`src/rtl/spi_front_pkg.sv`:
```
// Constants and types shared by the serial memory command front end
package spi_front_pkg;

  // ----------------------------------------------------------------
  // Command opcodes
  // ----------------------------------------------------------------
  localparam logic [7:0] SET_WRITE_LATCH_CMD = 8'h06;
  localparam logic [7:0] CLEAR_WRITE_LATCH_CMD = 8'h04;
  localparam logic [7:0] STATUS_READ_CMD = 8'h05;
  localparam logic [7:0] STATUS_WRITE_CMD = 8'h01;
  localparam logic [7:0] READ_CMD = 8'h03;
  localparam logic [7:0] FAST_READ_CMD = 8'h0B;
  localparam logic [7:0] WRITE_CMD = 8'h02;
  localparam logic [7:0] SLEEP_CMD = 8'hB9;
  localparam logic [7:0] IDENT_READ_CMD = 8'h9F;

  // ----------------------------------------------------------------
  // Status register layout and reset values
  // ----------------------------------------------------------------
  localparam int STAT_WRITE_ENABLE_POS = 1;
  localparam int STAT_BP0_POS = 2;
  localparam int STAT_BP1_POS = 3;
  localparam int STAT_WPEN_POS = 7;
  localparam logic WRITE_ENABLE_RESET = 1'b0;
  localparam logic WPEN_RESET = 1'b0;
  localparam logic [1:0] BP_RESET = 2'h0;

  // ----------------------------------------------------------------
  // Memory geometry and block protection boundaries
  // ----------------------------------------------------------------
  localparam int ADDR_WIDTH = 15;
  localparam int FIFO_DEPTH = 8;
  localparam logic [14:0] QUARTER_BASE = 15'h6000;
  localparam logic [14:0] HALF_BASE = 15'h4000;

  // ----------------------------------------------------------------
  // Frame phases
  // ----------------------------------------------------------------
  typedef enum logic [3:0] {
    PH_IDLE,
    PH_OPCODE,
    PH_ADDR,
    PH_DUMMY,
    PH_RDATA,
    PH_WDATA,
    PH_STAT_OUT,
    PH_STAT_IN,
    PH_IGNORE
  } phase_type;

endpackage : spi_front_pkg
```
`src/rtl/spi_front.sv`:
```
// Serial memory command front end with its write-data FIFO
`timescale 1ns/100ps
`default_nettype none

// ------------------------------------------------------------------
// Write-data FIFO
// ------------------------------------------------------------------
module write_fifo #(
  parameter int WIDTH = 23,
  parameter int DEPTH = 8
) (
  input wire logic clk,
  input wire logic rst,
  input wire logic in_valid,
  output logic in_ready,
  input wire logic [WIDTH-1:0] in_data,
  output logic out_valid,
  input wire logic out_ready,
  output logic [WIDTH-1:0] out_data
);
  localparam int PW = $clog2(DEPTH);
  localparam int CW = $clog2(DEPTH + 1);
  localparam logic [CW-1:0] FULL_COUNT = CW'(DEPTH);

  typedef struct packed {
    logic [DEPTH-1:0][WIDTH-1:0] mem;
    logic [PW-1:0] wptr;
    logic [PW-1:0] rptr;
    logic [CW-1:0] count;
  } fifo_state_type;

  fifo_state_type r;
  fifo_state_type n;
  logic push;
  logic pop;

  assign in_ready = (r.count != FULL_COUNT);
  assign out_valid = (r.count != '0);
  assign out_data = r.mem[r.rptr];
  assign push = in_valid && in_ready;
  assign pop = out_valid && out_ready;

  always_comb
  begin
    n = r;
    if (push)
    begin
      n.mem[r.wptr] = in_data;
      n.wptr = (r.wptr == PW'(DEPTH - 1)) ? '0 : r.wptr + PW'(1);
    end
    if (pop)
    begin
      n.rptr = (r.rptr == PW'(DEPTH - 1)) ? '0 : r.rptr + PW'(1);
    end
    if (push && !pop)
    begin
      n.count = r.count + CW'(1);
    end
    else if (pop && !push)
    begin
      n.count = r.count - CW'(1);
    end
  end

  always_ff @(posedge clk or posedge rst)
  begin
    if (rst)
    begin
      r <= '0;
    end
    else
    begin
      r <= n;
    end
  end
endmodule : write_fifo

// ------------------------------------------------------------------
// Serial front end
// ------------------------------------------------------------------
module spi_front (
  input wire logic clk,
  input wire logic rst,
  input wire logic sck,
  input wire logic cs_n,
  input wire logic si,
  input wire logic wp_n,
  output logic so_out,
  output logic so_oe_n,
  output logic spi_mode3,
  output logic write_enable_flag,
  output logic [7:0] status_byte,
  output logic [14:0] rd_addr,
  input wire logic [7:0] rd_data,
  output logic rd_strobe,
  output logic wr_valid,
  input wire logic wr_ready,
  output logic [14:0] wr_addr,
  output logic [7:0] wr_data,
  output logic wr_overflow
);

  typedef struct packed {
    logic [2:0] sck_s;
    logic [2:0] cs_s;
    logic [1:0] si_s;
    logic [1:0] wp_s;
    spi_front_pkg::phase_type phase;
    logic [2:0] cnt;
    logic [7:0] sh;
    logic [7:0] tx;
    logic addr_hi;
    logic [14:0] addr;
    logic fast;
    logic is_write;
    logic mode3;
    logic we_latch;
    logic clr_on_end;
    logic wpen;
    logic [1:0] bp;
    logic so;
    logic drive;
    logic rd_strobe;
    logic push;
    logic [22:0] push_data;
    logic overflow;
  } front_state_type;

  front_state_type r;
  front_state_type n;
  logic sck_rise;
  logic sck_fall;
  logic cs_fall;
  logic cs_rise;
  logic [7:0] byte_now;
  logic [7:0] status;
  logic fifo_ready;
  logic [22:0] fifo_out;

  // Block protection decided from the two protect bits
  function automatic logic is_protected(input logic [1:0] bp, input logic [14:0] a);
    logic p;
    p = 1'b0;
    unique case (bp)
      2'h0: p = 1'b0;
      2'h1: p = (a >= spi_front_pkg::QUARTER_BASE);
      2'h2: p = (a >= spi_front_pkg::HALF_BASE);
      2'h3: p = 1'b1;
    endcase
    return p;
  endfunction : is_protected

  // ----------------------------------------------------------------
  // Edge detection on synchronised pins
  // ----------------------------------------------------------------
  // Edges compare the second and third stages; the first stage only feeds
  // the second, keeping metastability out of the decode.
  assign sck_rise = r.sck_s[1] && !r.sck_s[2];
  assign sck_fall = !r.sck_s[1] && r.sck_s[2];
  assign cs_fall = !r.cs_s[1] && r.cs_s[2];
  assign cs_rise = r.cs_s[1] && !r.cs_s[2];
  assign byte_now = {r.sh[6:0], r.si_s[1]};

  always_comb
  begin
    status = '0;
    status[spi_front_pkg::STAT_WPEN_POS] = r.wpen;
    status[spi_front_pkg::STAT_BP1_POS] = r.bp[1];
    status[spi_front_pkg::STAT_BP0_POS] = r.bp[0];
    status[spi_front_pkg::STAT_WRITE_ENABLE_POS] = r.we_latch;
  end

  // ----------------------------------------------------------------
  // Frame decoding
  // ----------------------------------------------------------------
  always_comb
  begin
    n = r;
    n.rd_strobe = 1'b0;
    n.push = 1'b0;
    n.sck_s = {r.sck_s[1:0], sck};
    n.cs_s = {r.cs_s[1:0], cs_n};
    n.si_s = {r.si_s[0], si};
    n.wp_s = {r.wp_s[0], wp_n};
    if (r.cs_s[1])
    begin
      // Deselected: input ignored, output released
      if (cs_rise && r.clr_on_end)
      begin
        n.we_latch = 1'b0;
      end
      n.phase = spi_front_pkg::PH_IDLE;
      n.drive = 1'b0;
      n.clr_on_end = 1'b0;
    end
    else if (cs_fall)
    begin
      n.mode3 = r.sck_s[1];
      n.phase = spi_front_pkg::PH_OPCODE;
      n.cnt = '0;
      n.addr_hi = 1'b0;
      n.drive = 1'b0;
    end
    else
    begin
      // Bit counting starts at the first rise, so a mode 3 initial fall does nothing
      if (sck_rise && r.phase != spi_front_pkg::PH_IDLE
          && r.phase != spi_front_pkg::PH_IGNORE)
      begin
        n.sh = byte_now;
        n.cnt = r.cnt + 3'h1;
        if (r.cnt == 3'h7)
        begin
          unique case (r.phase)
            spi_front_pkg::PH_OPCODE:
            begin
              n.phase = spi_front_pkg::PH_IGNORE;
              unique case (byte_now)
                spi_front_pkg::SET_WRITE_LATCH_CMD:
                  n.we_latch = 1'b1;
                spi_front_pkg::CLEAR_WRITE_LATCH_CMD:
                  n.clr_on_end = 1'b1;
                spi_front_pkg::STATUS_READ_CMD:
                begin
                  n.phase = spi_front_pkg::PH_STAT_OUT;
                  n.drive = 1'b1;
                end
                spi_front_pkg::STATUS_WRITE_CMD:
                begin
                  n.phase = spi_front_pkg::PH_STAT_IN;
                  n.clr_on_end = 1'b1;
                end
                spi_front_pkg::READ_CMD:
                begin
                  n.phase = spi_front_pkg::PH_ADDR;
                  n.fast = 1'b0;
                  n.is_write = 1'b0;
                end
                spi_front_pkg::FAST_READ_CMD:
                begin
                  n.phase = spi_front_pkg::PH_ADDR;
                  n.fast = 1'b1;
                  n.is_write = 1'b0;
                end
                spi_front_pkg::WRITE_CMD:
                begin
                  n.phase = spi_front_pkg::PH_ADDR;
                  n.is_write = 1'b1;
                  n.clr_on_end = 1'b1;
                end
                // Sleep and identification are accepted but served elsewhere
                spi_front_pkg::SLEEP_CMD,
                spi_front_pkg::IDENT_READ_CMD:
                  n.phase = spi_front_pkg::PH_IGNORE;
                default:
                  n.phase = spi_front_pkg::PH_IGNORE;
              endcase
            end
            spi_front_pkg::PH_ADDR:
            begin
              if (!r.addr_hi)
              begin
                n.addr[14:8] = byte_now[6:0];
                n.addr_hi = 1'b1;
              end
              else
              begin
                n.addr[7:0] = byte_now;
                if (r.is_write)
                begin
                  n.phase = spi_front_pkg::PH_WDATA;
                end
                else if (r.fast)
                begin
                  n.phase = spi_front_pkg::PH_DUMMY;
                end
                else
                begin
                  n.phase = spi_front_pkg::PH_RDATA;
                  n.drive = 1'b1;
                end
              end
            end
            spi_front_pkg::PH_DUMMY:
            begin
              n.phase = spi_front_pkg::PH_RDATA;
              n.drive = 1'b1;
            end
            spi_front_pkg::PH_STAT_IN:
            begin
              // Flag bit is not taken from the byte
              if (r.we_latch && !(r.wpen && !r.wp_s[1]))
              begin
                n.wpen = byte_now[spi_front_pkg::STAT_WPEN_POS];
                n.bp = {byte_now[spi_front_pkg::STAT_BP1_POS],
                        byte_now[spi_front_pkg::STAT_BP0_POS]};
              end
              n.phase = spi_front_pkg::PH_IGNORE;
            end
            spi_front_pkg::PH_WDATA:
            begin
              if (r.we_latch && !is_protected(r.bp, r.addr))
              begin
                n.push = 1'b1;
                n.push_data = {r.addr, byte_now};
                n.addr = r.addr + 15'h1;
                if (!fifo_ready)
                begin
                  n.overflow = 1'b1;
                end
              end
              else
              begin
                // Burst stops at a protected block
                n.phase = spi_front_pkg::PH_IGNORE;
              end
            end
            default:
            begin
              n.phase = r.phase;
            end
          endcase
        end
      end
      if (sck_fall && r.drive)
      begin
        if (r.cnt != 3'h0)
        begin
          n.so = r.tx[3'h7 - r.cnt];
        end
        else if (r.phase == spi_front_pkg::PH_RDATA)
        begin
          // Memory data fetched tens of cycles after the address settled
          n.tx = rd_data;
          n.so = rd_data[7];
          n.rd_strobe = 1'b1;
          n.addr = r.addr + 15'h1;
        end
        else
        begin
          n.tx = status;
          n.so = status[7];
        end
      end
    end
  end

  always_ff @(posedge clk or posedge rst)
  begin
    if (rst)
    begin
      r <= '0;
      r.cs_s <= 3'h7;
      r.wp_s <= 2'h3;
      r.phase <= spi_front_pkg::PH_IDLE;
      r.we_latch <= spi_front_pkg::WRITE_ENABLE_RESET;
      r.wpen <= spi_front_pkg::WPEN_RESET;
      r.bp <= spi_front_pkg::BP_RESET;
    end
    else
    begin
      r <= n;
    end
  end

  // ----------------------------------------------------------------
  // Write-data FIFO and outputs
  // ----------------------------------------------------------------
  write_fifo #(
    .WIDTH(23),
    .DEPTH(spi_front_pkg::FIFO_DEPTH)
  ) u_fifo (
    .clk(clk),
    .rst(rst),
    .in_valid(r.push),
    .in_ready(fifo_ready),
    .in_data(r.push_data),
    .out_valid(wr_valid),
    .out_ready(wr_ready),
    .out_data(fifo_out)
  );

  assign wr_addr = fifo_out[22:8];
  assign wr_data = fifo_out[7:0];
  assign so_out = r.so;
  assign so_oe_n = !r.drive;
  assign spi_mode3 = r.mode3;
  assign write_enable_flag = r.we_latch;
  assign status_byte = status;
  assign rd_addr = r.addr;
  assign rd_strobe = r.rd_strobe;
  assign wr_overflow = r.overflow;

  // ----------------------------------------------------------------
  // Assertions
  // ----------------------------------------------------------------
  deselect_release_a: assert property (@(posedge clk) disable iff (rst)
    r.cs_s[1] |=> so_oe_n)
    else $error("output driven while deselected");

  so_on_fall_a: assert property (@(posedge clk) disable iff (rst)
    $changed(so_out) |-> $past(sck_fall))
    else $error("serial output changed off a falling edge");

  mode_capture_a: assert property (@(posedge clk) disable iff (rst)
    cs_fall |=> (spi_mode3 == $past(r.sck_s[1])))
    else $error("mode not taken from clock level at selection");

  latch_set_a: assert property (@(posedge clk) disable iff (rst)
    (sck_rise && !r.cs_s[1] && r.phase == spi_front_pkg::PH_OPCODE && r.cnt == 3'h7
     && byte_now == spi_front_pkg::SET_WRITE_LATCH_CMD)
    |=> write_enable_flag && status_byte[1])
    else $error("set latch opcode did not set the flag");

  latch_clear_a: assert property (@(posedge clk) disable iff (rst)
    (cs_rise && r.clr_on_end) |=> !write_enable_flag)
    else $error("latch not cleared at end of frame");

  status_keeps_flag_a: assert property (@(posedge clk) disable iff (rst)
    (sck_rise && !r.cs_s[1] && r.phase == spi_front_pkg::PH_STAT_IN && r.cnt == 3'h7)
    |=> $stable(write_enable_flag))
    else $error("status write changed the flag");

  bad_opcode_a: assert property (@(posedge clk) disable iff (rst)
    (r.phase == spi_front_pkg::PH_IGNORE) [*2] |-> so_oe_n)
    else $error("output driven after an ignored opcode");

  status_shift_a: assert property (@(posedge clk) disable iff (rst)
    (sck_fall && !r.cs_s[1] && r.drive && r.cnt == 3'h0
     && r.phase == spi_front_pkg::PH_STAT_OUT)
    |=> (so_out == $past(status[7])))
    else $error("status byte not shifted out");

  reserved_zero_a: assert property (@(posedge clk) disable iff (rst)
    (status_byte[0] == 1'b0) && (status_byte[6:4] == 3'h0)
    && (status_byte[1] == write_enable_flag))
    else $error("status fixed bits wrong");

  write_push_a: assert property (@(posedge clk) disable iff (rst)
    (sck_rise && !r.cs_s[1] && r.phase == spi_front_pkg::PH_WDATA && r.cnt == 3'h7
     && r.we_latch && !is_protected(r.bp, r.addr))
    |=> ##1 (wr_valid || wr_overflow))
    else $error("written byte not queued");

endmodule : spi_front

`default_nettype wire

```
`config.mk`:
```
export PLATFORM = sky130hd
export DESIGN_NAME = spi_front
export DESIGN_NICKNAME = d
export VERILOG_FILES = /design/src/rtl/spi_front_pkg.sv /design/src/rtl/spi_front.sv
export SDC_FILE = /design/constraint.sdc
export NUM_CORES = 1
export LEC_CHECK = 0
export BUFFER_PORTS_ARGS = -buffer_cell sky130_fd_sc_hd__buf_4
export CAP_MARGIN = 0
export CORE_UTILIZATION = 38
export DETAILED_ROUTE_END_ITERATION = 8
export PLACE_DENSITY = 0.51
export SLEW_MARGIN = 40
export SYNTH_ARGS = -nofsm -noshare
export SYNTH_HDL_FRONTEND = slang
export SYNTH_SLANG_ARGS = --single-unit
```
`constraint.sdc`:
```
create_clock -name clk -period 10.9 [get_ports clk]
set_clock_uncertainty 0.05 [all_clocks]
set_input_delay 1.09 -clock clk [delete_from_list [all_inputs] [get_ports clk]]
set_output_delay 1.09 -clock clk [all_outputs]
set_load 0.005 [all_outputs]
```
==> results of run 1 <==
final timing paths:
path / startpoint / depth (start not counted) / slack [ns] / endpoint
max in group asynchronous: rst / 3 / 9.18 / u_fifo.r[85]
max reg2reg: u_fifo.r[0] / 6 / 7.77 / u_fifo.r[81]
min: n[78] / 0 / 0.30 / byte_now[0]
min in group asynchronous: rst / 2 / 0.53 / u_fifo.r[100]
min reg2reg: n[78] / 0 / 0.30 / byte_now[0]
max: u_fifo.r[4] / 5 / 7.16 / wr_addr[4]
power groups by stage:
| stage | Sequential (uW) | Combinational [uW] | Clock (uW) |
|---|---|---|---|
| 2_1_floorplan | 1060 | 46.9 | 0 |
| 3_3_place_gp | 1070 | 58.8 | 0 |
| 3_5_place_dp | 1070 | 59.0 | 0 |
| 4_1_cts | 1060 | 59.3 | 1050 |
| 5_1_grt | 1060 | 66.4 | 1100 |
| 6_report | 1050 | 57.4 | 1020 |
kinds of logic after synthesis:
family	Yosys count	share of synthesized area
xor+xnor	4	0.00265
compound gates	101	0.0552
mux	295	0.292
flops	278	0.527
simple gates	158	0.0713
buf+inv	94	0.0383
other cells	1	0.000284
fa+ha+maj	13	0.0129
registers in the layout, summed over array words and instances (netlist names):
register	cells
n	6
u_fifo.r	194
spi_mode3	1
rd_addr	15
wr_overflow	1
byte_now	8
write_enable_flag	1
r	47
rd_strobe	1
so_out	1
status_byte	3
layout make-up:
cell class	instances	share of cell area
clock buffer	50	0.0618
clock inverter	7	0.00501
inverter	18	0.00501
multi-input combinational	575	0.384
sequential	278	0.465
tap	448	0.0374
timing repair buffer	79	0.0420
Yosys cell counts (all sizes together) (4+ instances only):
cell type  number  area, sq um
dfrtp         273         6830
mux2          241         2710
buf            62          385
mux4           48         1080
nand2          40          150
nor2           30          120
o21ai          21          109
a21oi          19         98.9
inv            18         67.6
clkbuf         14         52.6
nor3           13         92.6
ha             12          150
a31oi          10         62.6
nand2b          9         56.3
nand3           9         45.0
a21o            8         60.1
and3            8         50.1
nand4           8         50.1
a221o           7         70.1
a22o            6         52.6
mux2i           6         60.1
nor4            6         67.6
and2            5         31.3
and4            5         43.8
dfstp           5          131
o211ai          5         37.5
nor4b           4         62.6
worst max-delay path, cell delays in order, from the launching register on:
cell     delay [ns]
dfrtp_4        0.63
buf_12         0.26
buf_12         0.21
mux4_2         0.50
mux2_2         0.30
buf_4          0.14
per-stage QoR:
stage | cells | instance area (sq um) | worst slack (ns) | hold slack, ns | power, uW
after global routing | 1455 | 15000 | 7.02 | 0.305 | 2220
after detailed placement | 1398 | 14000 | 7.69 | 0.288 | 1130
after floorplan | 947 | 13200 | 2.10 | 0.281 | 1110
after global placement | 1396 | 13900 | 7.58 | 0.284 | 1130
final | 1455 | 15000 | 7.16 | 0.298 | 2130
after CTS | 1455 | 15000 | 7.07 | 0.301 | 2170
layer usage:
metal	part of all wire	routed length [microns]	up-vias
met1	0.49	14600	4061
li1	-	-	3578
met4	0.019	568	0
met2	0.47	14000	102
met5	0	0	-
met3	0.027	813	39
==> run metrics, run 1 <==
Hold-fix buffers, CTS 0; Tmin final 3.74 ns; layout cells sized above 1 0.442; worst slew pin tran a little over 0.8 ns; CTS tree yes; wire per inst 20.6 microns; Slew headroom 0.458; worst min path class flop to flop; Critical Path Start Type flop; Switching Power 473 uW; area delta synth->final 13.6%; gr usage total 0.176; routed via count 7,780; vias in the first global route 8,126; number of antenna diodes 0; M2 GR Usage 0.282; Lkg Pwr 0.00708 uW; mean post-synth cell area 14.0 sq um; required time of the critical path 9.76 ns; CTS Root Cell clkbuf_16; clock transition at the registers of the reported paths 0.05 ns; Rows 67; Post-synth EDFFs 0; worst-path fanout max 18; clk_lat worst skew ~0.57 ns; yosys warns 0; met1 usage 0.258; GR Overflow Total 0; setup tns final 0 ns; fillers 3,161; DR pass1 iterations 4; initial antenna violation count 0; highest-count cells in the layout ignoring fill and taps 271 x dfrtp_1, 240 x mux2_2, 74 x buf_4, 48 x mux4_2, 40 x nand2_1; highest clock rate 267 MHz; Post-Synthesis Cells between 900 and 1k; Power Internal 1660 uW; DRT Wirelength 29.9 mm; outcome completed; pins over their slew limit 0; Unique masters post-synth 73; Clk pwr share 0.479; unrepaired setup endpoints after global routing no; die extent in x 188 microns; die area 0.0355 sq mm; CTS Buf Count 31; TritonCTS Sinks 278; pwr dens 142 mW/mm^2; Most Crowded Layer GR met2; top_reg_cell synth dfrtp_1; CP Capture Type primary output; synthesized cell area 0.0132 sq mm; vias per cell between 5 and 6; Post-DP HPWL 18.9 mm; maximum capacitance violations 0; H-tree levels 1; Residual DRC 0; first-pass GRT wire length between 40 and 50 mm; post-synthesis sequential area ratio 0.527; asr flop ratio synth 1.00; Final GP Congestion roughly 0.77; maximum vdd drop 0.114 mV; Seq pwr share 0.494; Tcrit/Tclk final 0.343; DRT iter0 DRCs 427; final hold vios 0; Worst EP arrival about 2.6 ns; Crit Path Category flop to primary output; met3 Usage GRT 0.0224; largest net degree at the start of global routing 80; Logic pwr share 0.027; Final Net Count 1,011; Post-CTS Setup Bufs 0; Initial Util 0.390; height of the chip 188 microns; Routed Antenna Nets 0; PortBufs 63; Switching Fraction 0.221; core area 0.0339 sq mm; cells resized by post-CTS repair 0; flops & latches, synth between 200 and 300; fin util 0.443; Storage cell area 0.00697 sq mm; Top Ports 68; deepest clock path buffer count 3; leading cell type in the layout, fill and taps excluded dfrtp_1; Setup-failing EPs final 0; Multi-input gate area 0.00576 sq mm
(Power assumes the default switching activity.)
==> inputs of run 2 (changes only) <==
Settings changed: PLACE_DENSITY 0.51 to 0.53.
Clock period 10.9 ns to 3.1 ns, I/O delays scaled along.
==> run 2 against run 1 <==
Effect of this change:
- sequential power grew to 3.5 times the previous value
- combinational power grew to 4.0 times the previous value
- first-iteration DRC count shrank 2.3%
- sequential cell count is the same
- critical path depth shrank 1
- hold slack lost 0.21 ns
- core utilization grew 0.94 points
- setup slack lost 7.0 ns
- non-clock buffer count grew 26
- wire length grew 1.4%
- global-route usage grew 0.27 points
==> run metrics, run 2 (synthesis results as in run 1) <==
GR Overflow Total 0; Final Net Count 1,037; met3 routed WL 900 microns; DRT iter0 DRCs 417; cells resized by post-CTS repair 0; vias in the first global route 8,402; deepest clock path buffer count 3; Rows 67; fillers 3,110; CTS Root Cell clkbuf_16; Clk pwr share 0.497; Post-DP HPWL 19.0 mm; Seq pwr share 0.474; fin util 0.452; core area around 0.034 sq mm; die area 0.0355 sq mm; PortBufs 63; Tmin final approximately 3.0 ns; worst min path class input pin to flop; wire per inst 20.5 microns; max FFs per register 194; Logic pwr share 0.030; routed via count approximately 8k; Multi-input gate area about 0.0058 sq mm; Lkg Pwr 0.00724 uW; area delta synth->final 16.0%; CTS tree yes; required time of the critical path around 2.7 ns; worst setup margin 0.142 ns; pins over their slew limit 0; initial antenna violation count 1; final hold vios 0; Residual DRC 0; clock transition at the registers of the reported paths 0.06 ns; die extent in x 188 microns; dpl cells ~1.4k; DRT Wirelength 30.4 mm; highest-count cells in the layout ignoring fill and taps 271 x dfrtp_1, 240 x mux2_2, 89 x buf_4, 48 x mux4_2, 40 x nand2_1; maximum capacitance violations 0; gr usage total 0.179; Tcrit/Tclk final 0.954; Top Metal Used met5; pwr dens 510 mW/mm^2; number of antenna diodes 0; DR pass1 iterations 4; CP Capture Type primary output; leading cell type in the layout, fill and taps excluded dfrtp_1; Final Cell Area 0.0153 sq mm; Routed Antenna Nets 0; Switching Power 1710 uW; H-tree levels 1; Post-CTS Setup Bufs 0; Storage cell area 0.00697 sq mm; Top Ports 68; met2 wire length 14.2 mm; CTS Buf Count 31; met1 WL approximately 15 mm; worst slew pin tran 0.773 ns; worst-path fanout max 24; Critical Path Start Type flop; height of the chip 188 microns; area post-placement about 0.014 sq mm; unrepaired setup endpoints after global routing no; pre-CTS WS 0.462 ns; Setup-failing EPs final 0; layout cells sized above 1 0.449; Crit Path Category flop to primary output; Initial Util 0.390; highest clock rate 338 MHz; TritonCTS Sinks approximately 280; Switching Fraction 0.219; Final GP Congestion around 0.80; non-filler instance count after layout 1,480; maximum vdd drop just over 0.4 mV; Largest Register u_fifo.r; vias per cell 5.38; Slew headroom 0.485; first-pass GRT wire length 50.0 mm; largest net degree at the start of global routing 84; outcome completed; Worst EP arrival 2.60 ns; Power Internal 6100 uW; clk_lat worst skew 0.57 ns; Power, Total between 7000 and 8000 uW
-- run 2: cell types whose count changed in the layout (fill, tap and decap cells not counted), sizes merged --
cell         previous run  this run
inv                    19        18
bufinv                  1         4
clkinv                  5         6
buf                    79        93
clkbuf                 50        43
clkinvlp                0         3
dlygate4sd3             0        12
-- run 2: worst max-delay path, stage by stage, from the launching register on --
cell and delay [ns]:
dfrtp_4 0.77, buf_4 0.29, mux4_2 0.52, mux2_2 0.30, buf_4 0.14
-- run 2: final timing paths --
kind	startpoint	end	slack [ns]	cells after the start
setup / recovery	u_fifo.r[4]	wr_addr[6]	0.14	4
hold / removal	rd_data[7]	r[59]	0.08	3
setup reg to reg	u_fifo.r[0]	u_fifo.r[3]	0.46	10
hold reg to reg	n[83]	n[84]	0.30	0
max in group asynchronous	rst	u_fifo.r[15]	1.91	4
min in group asynchronous	rst	u_fifo.r[167]	0.23	3
-- run 2: layout make-up --
type / instances / area share
sequential: 278 / 0.455
multi-input combinational: 575 / 0.376
clock buffer: 43 / 0.0588
timing repair buffer: 105 / 0.0567
tap: 448 / 0.0366
clock inverter: 13 / 0.0126
inverter: 18 / 0.00466
-- run 2: timing repair --
action,CTS,global route
hold buffers,12,0
endpoints found under the hold margin,19,0
endpoints found under the setup margin,0,0
-- run 2: metrics by stage --
stage               hold slack (ns)  setup TNS (ns)
floorplan                     0.264         -255.33
global placement              0.282               0
detailed placement            0.282               0
CTS                          0.0629               0
global route                 0.0854               0
finish                       0.0847               0
-- run 2: metal layers --
| metal | vias up | GRT usage |
|---|---|---|
| li1 | 3619 | - |
| met1 | 4170 | 0.256 |
| met2 | 116 | 0.288 |
| met3 | 54 | 0.0244 |
| met4 | 2 | 0.0453 |
| met5 | - | 0 |
-- run 2: power by group through the flow --
stage	clock [uW]	sequential, uW	combinational (uW)
3_3_place_gp	0	3770	227
2_1_floorplan	0	3740	165
4_1_cts	4000	3700	239
3_5_place_dp	0	3770	226
5_1_grt	4140	3710	264
6_report	3880	3700	231
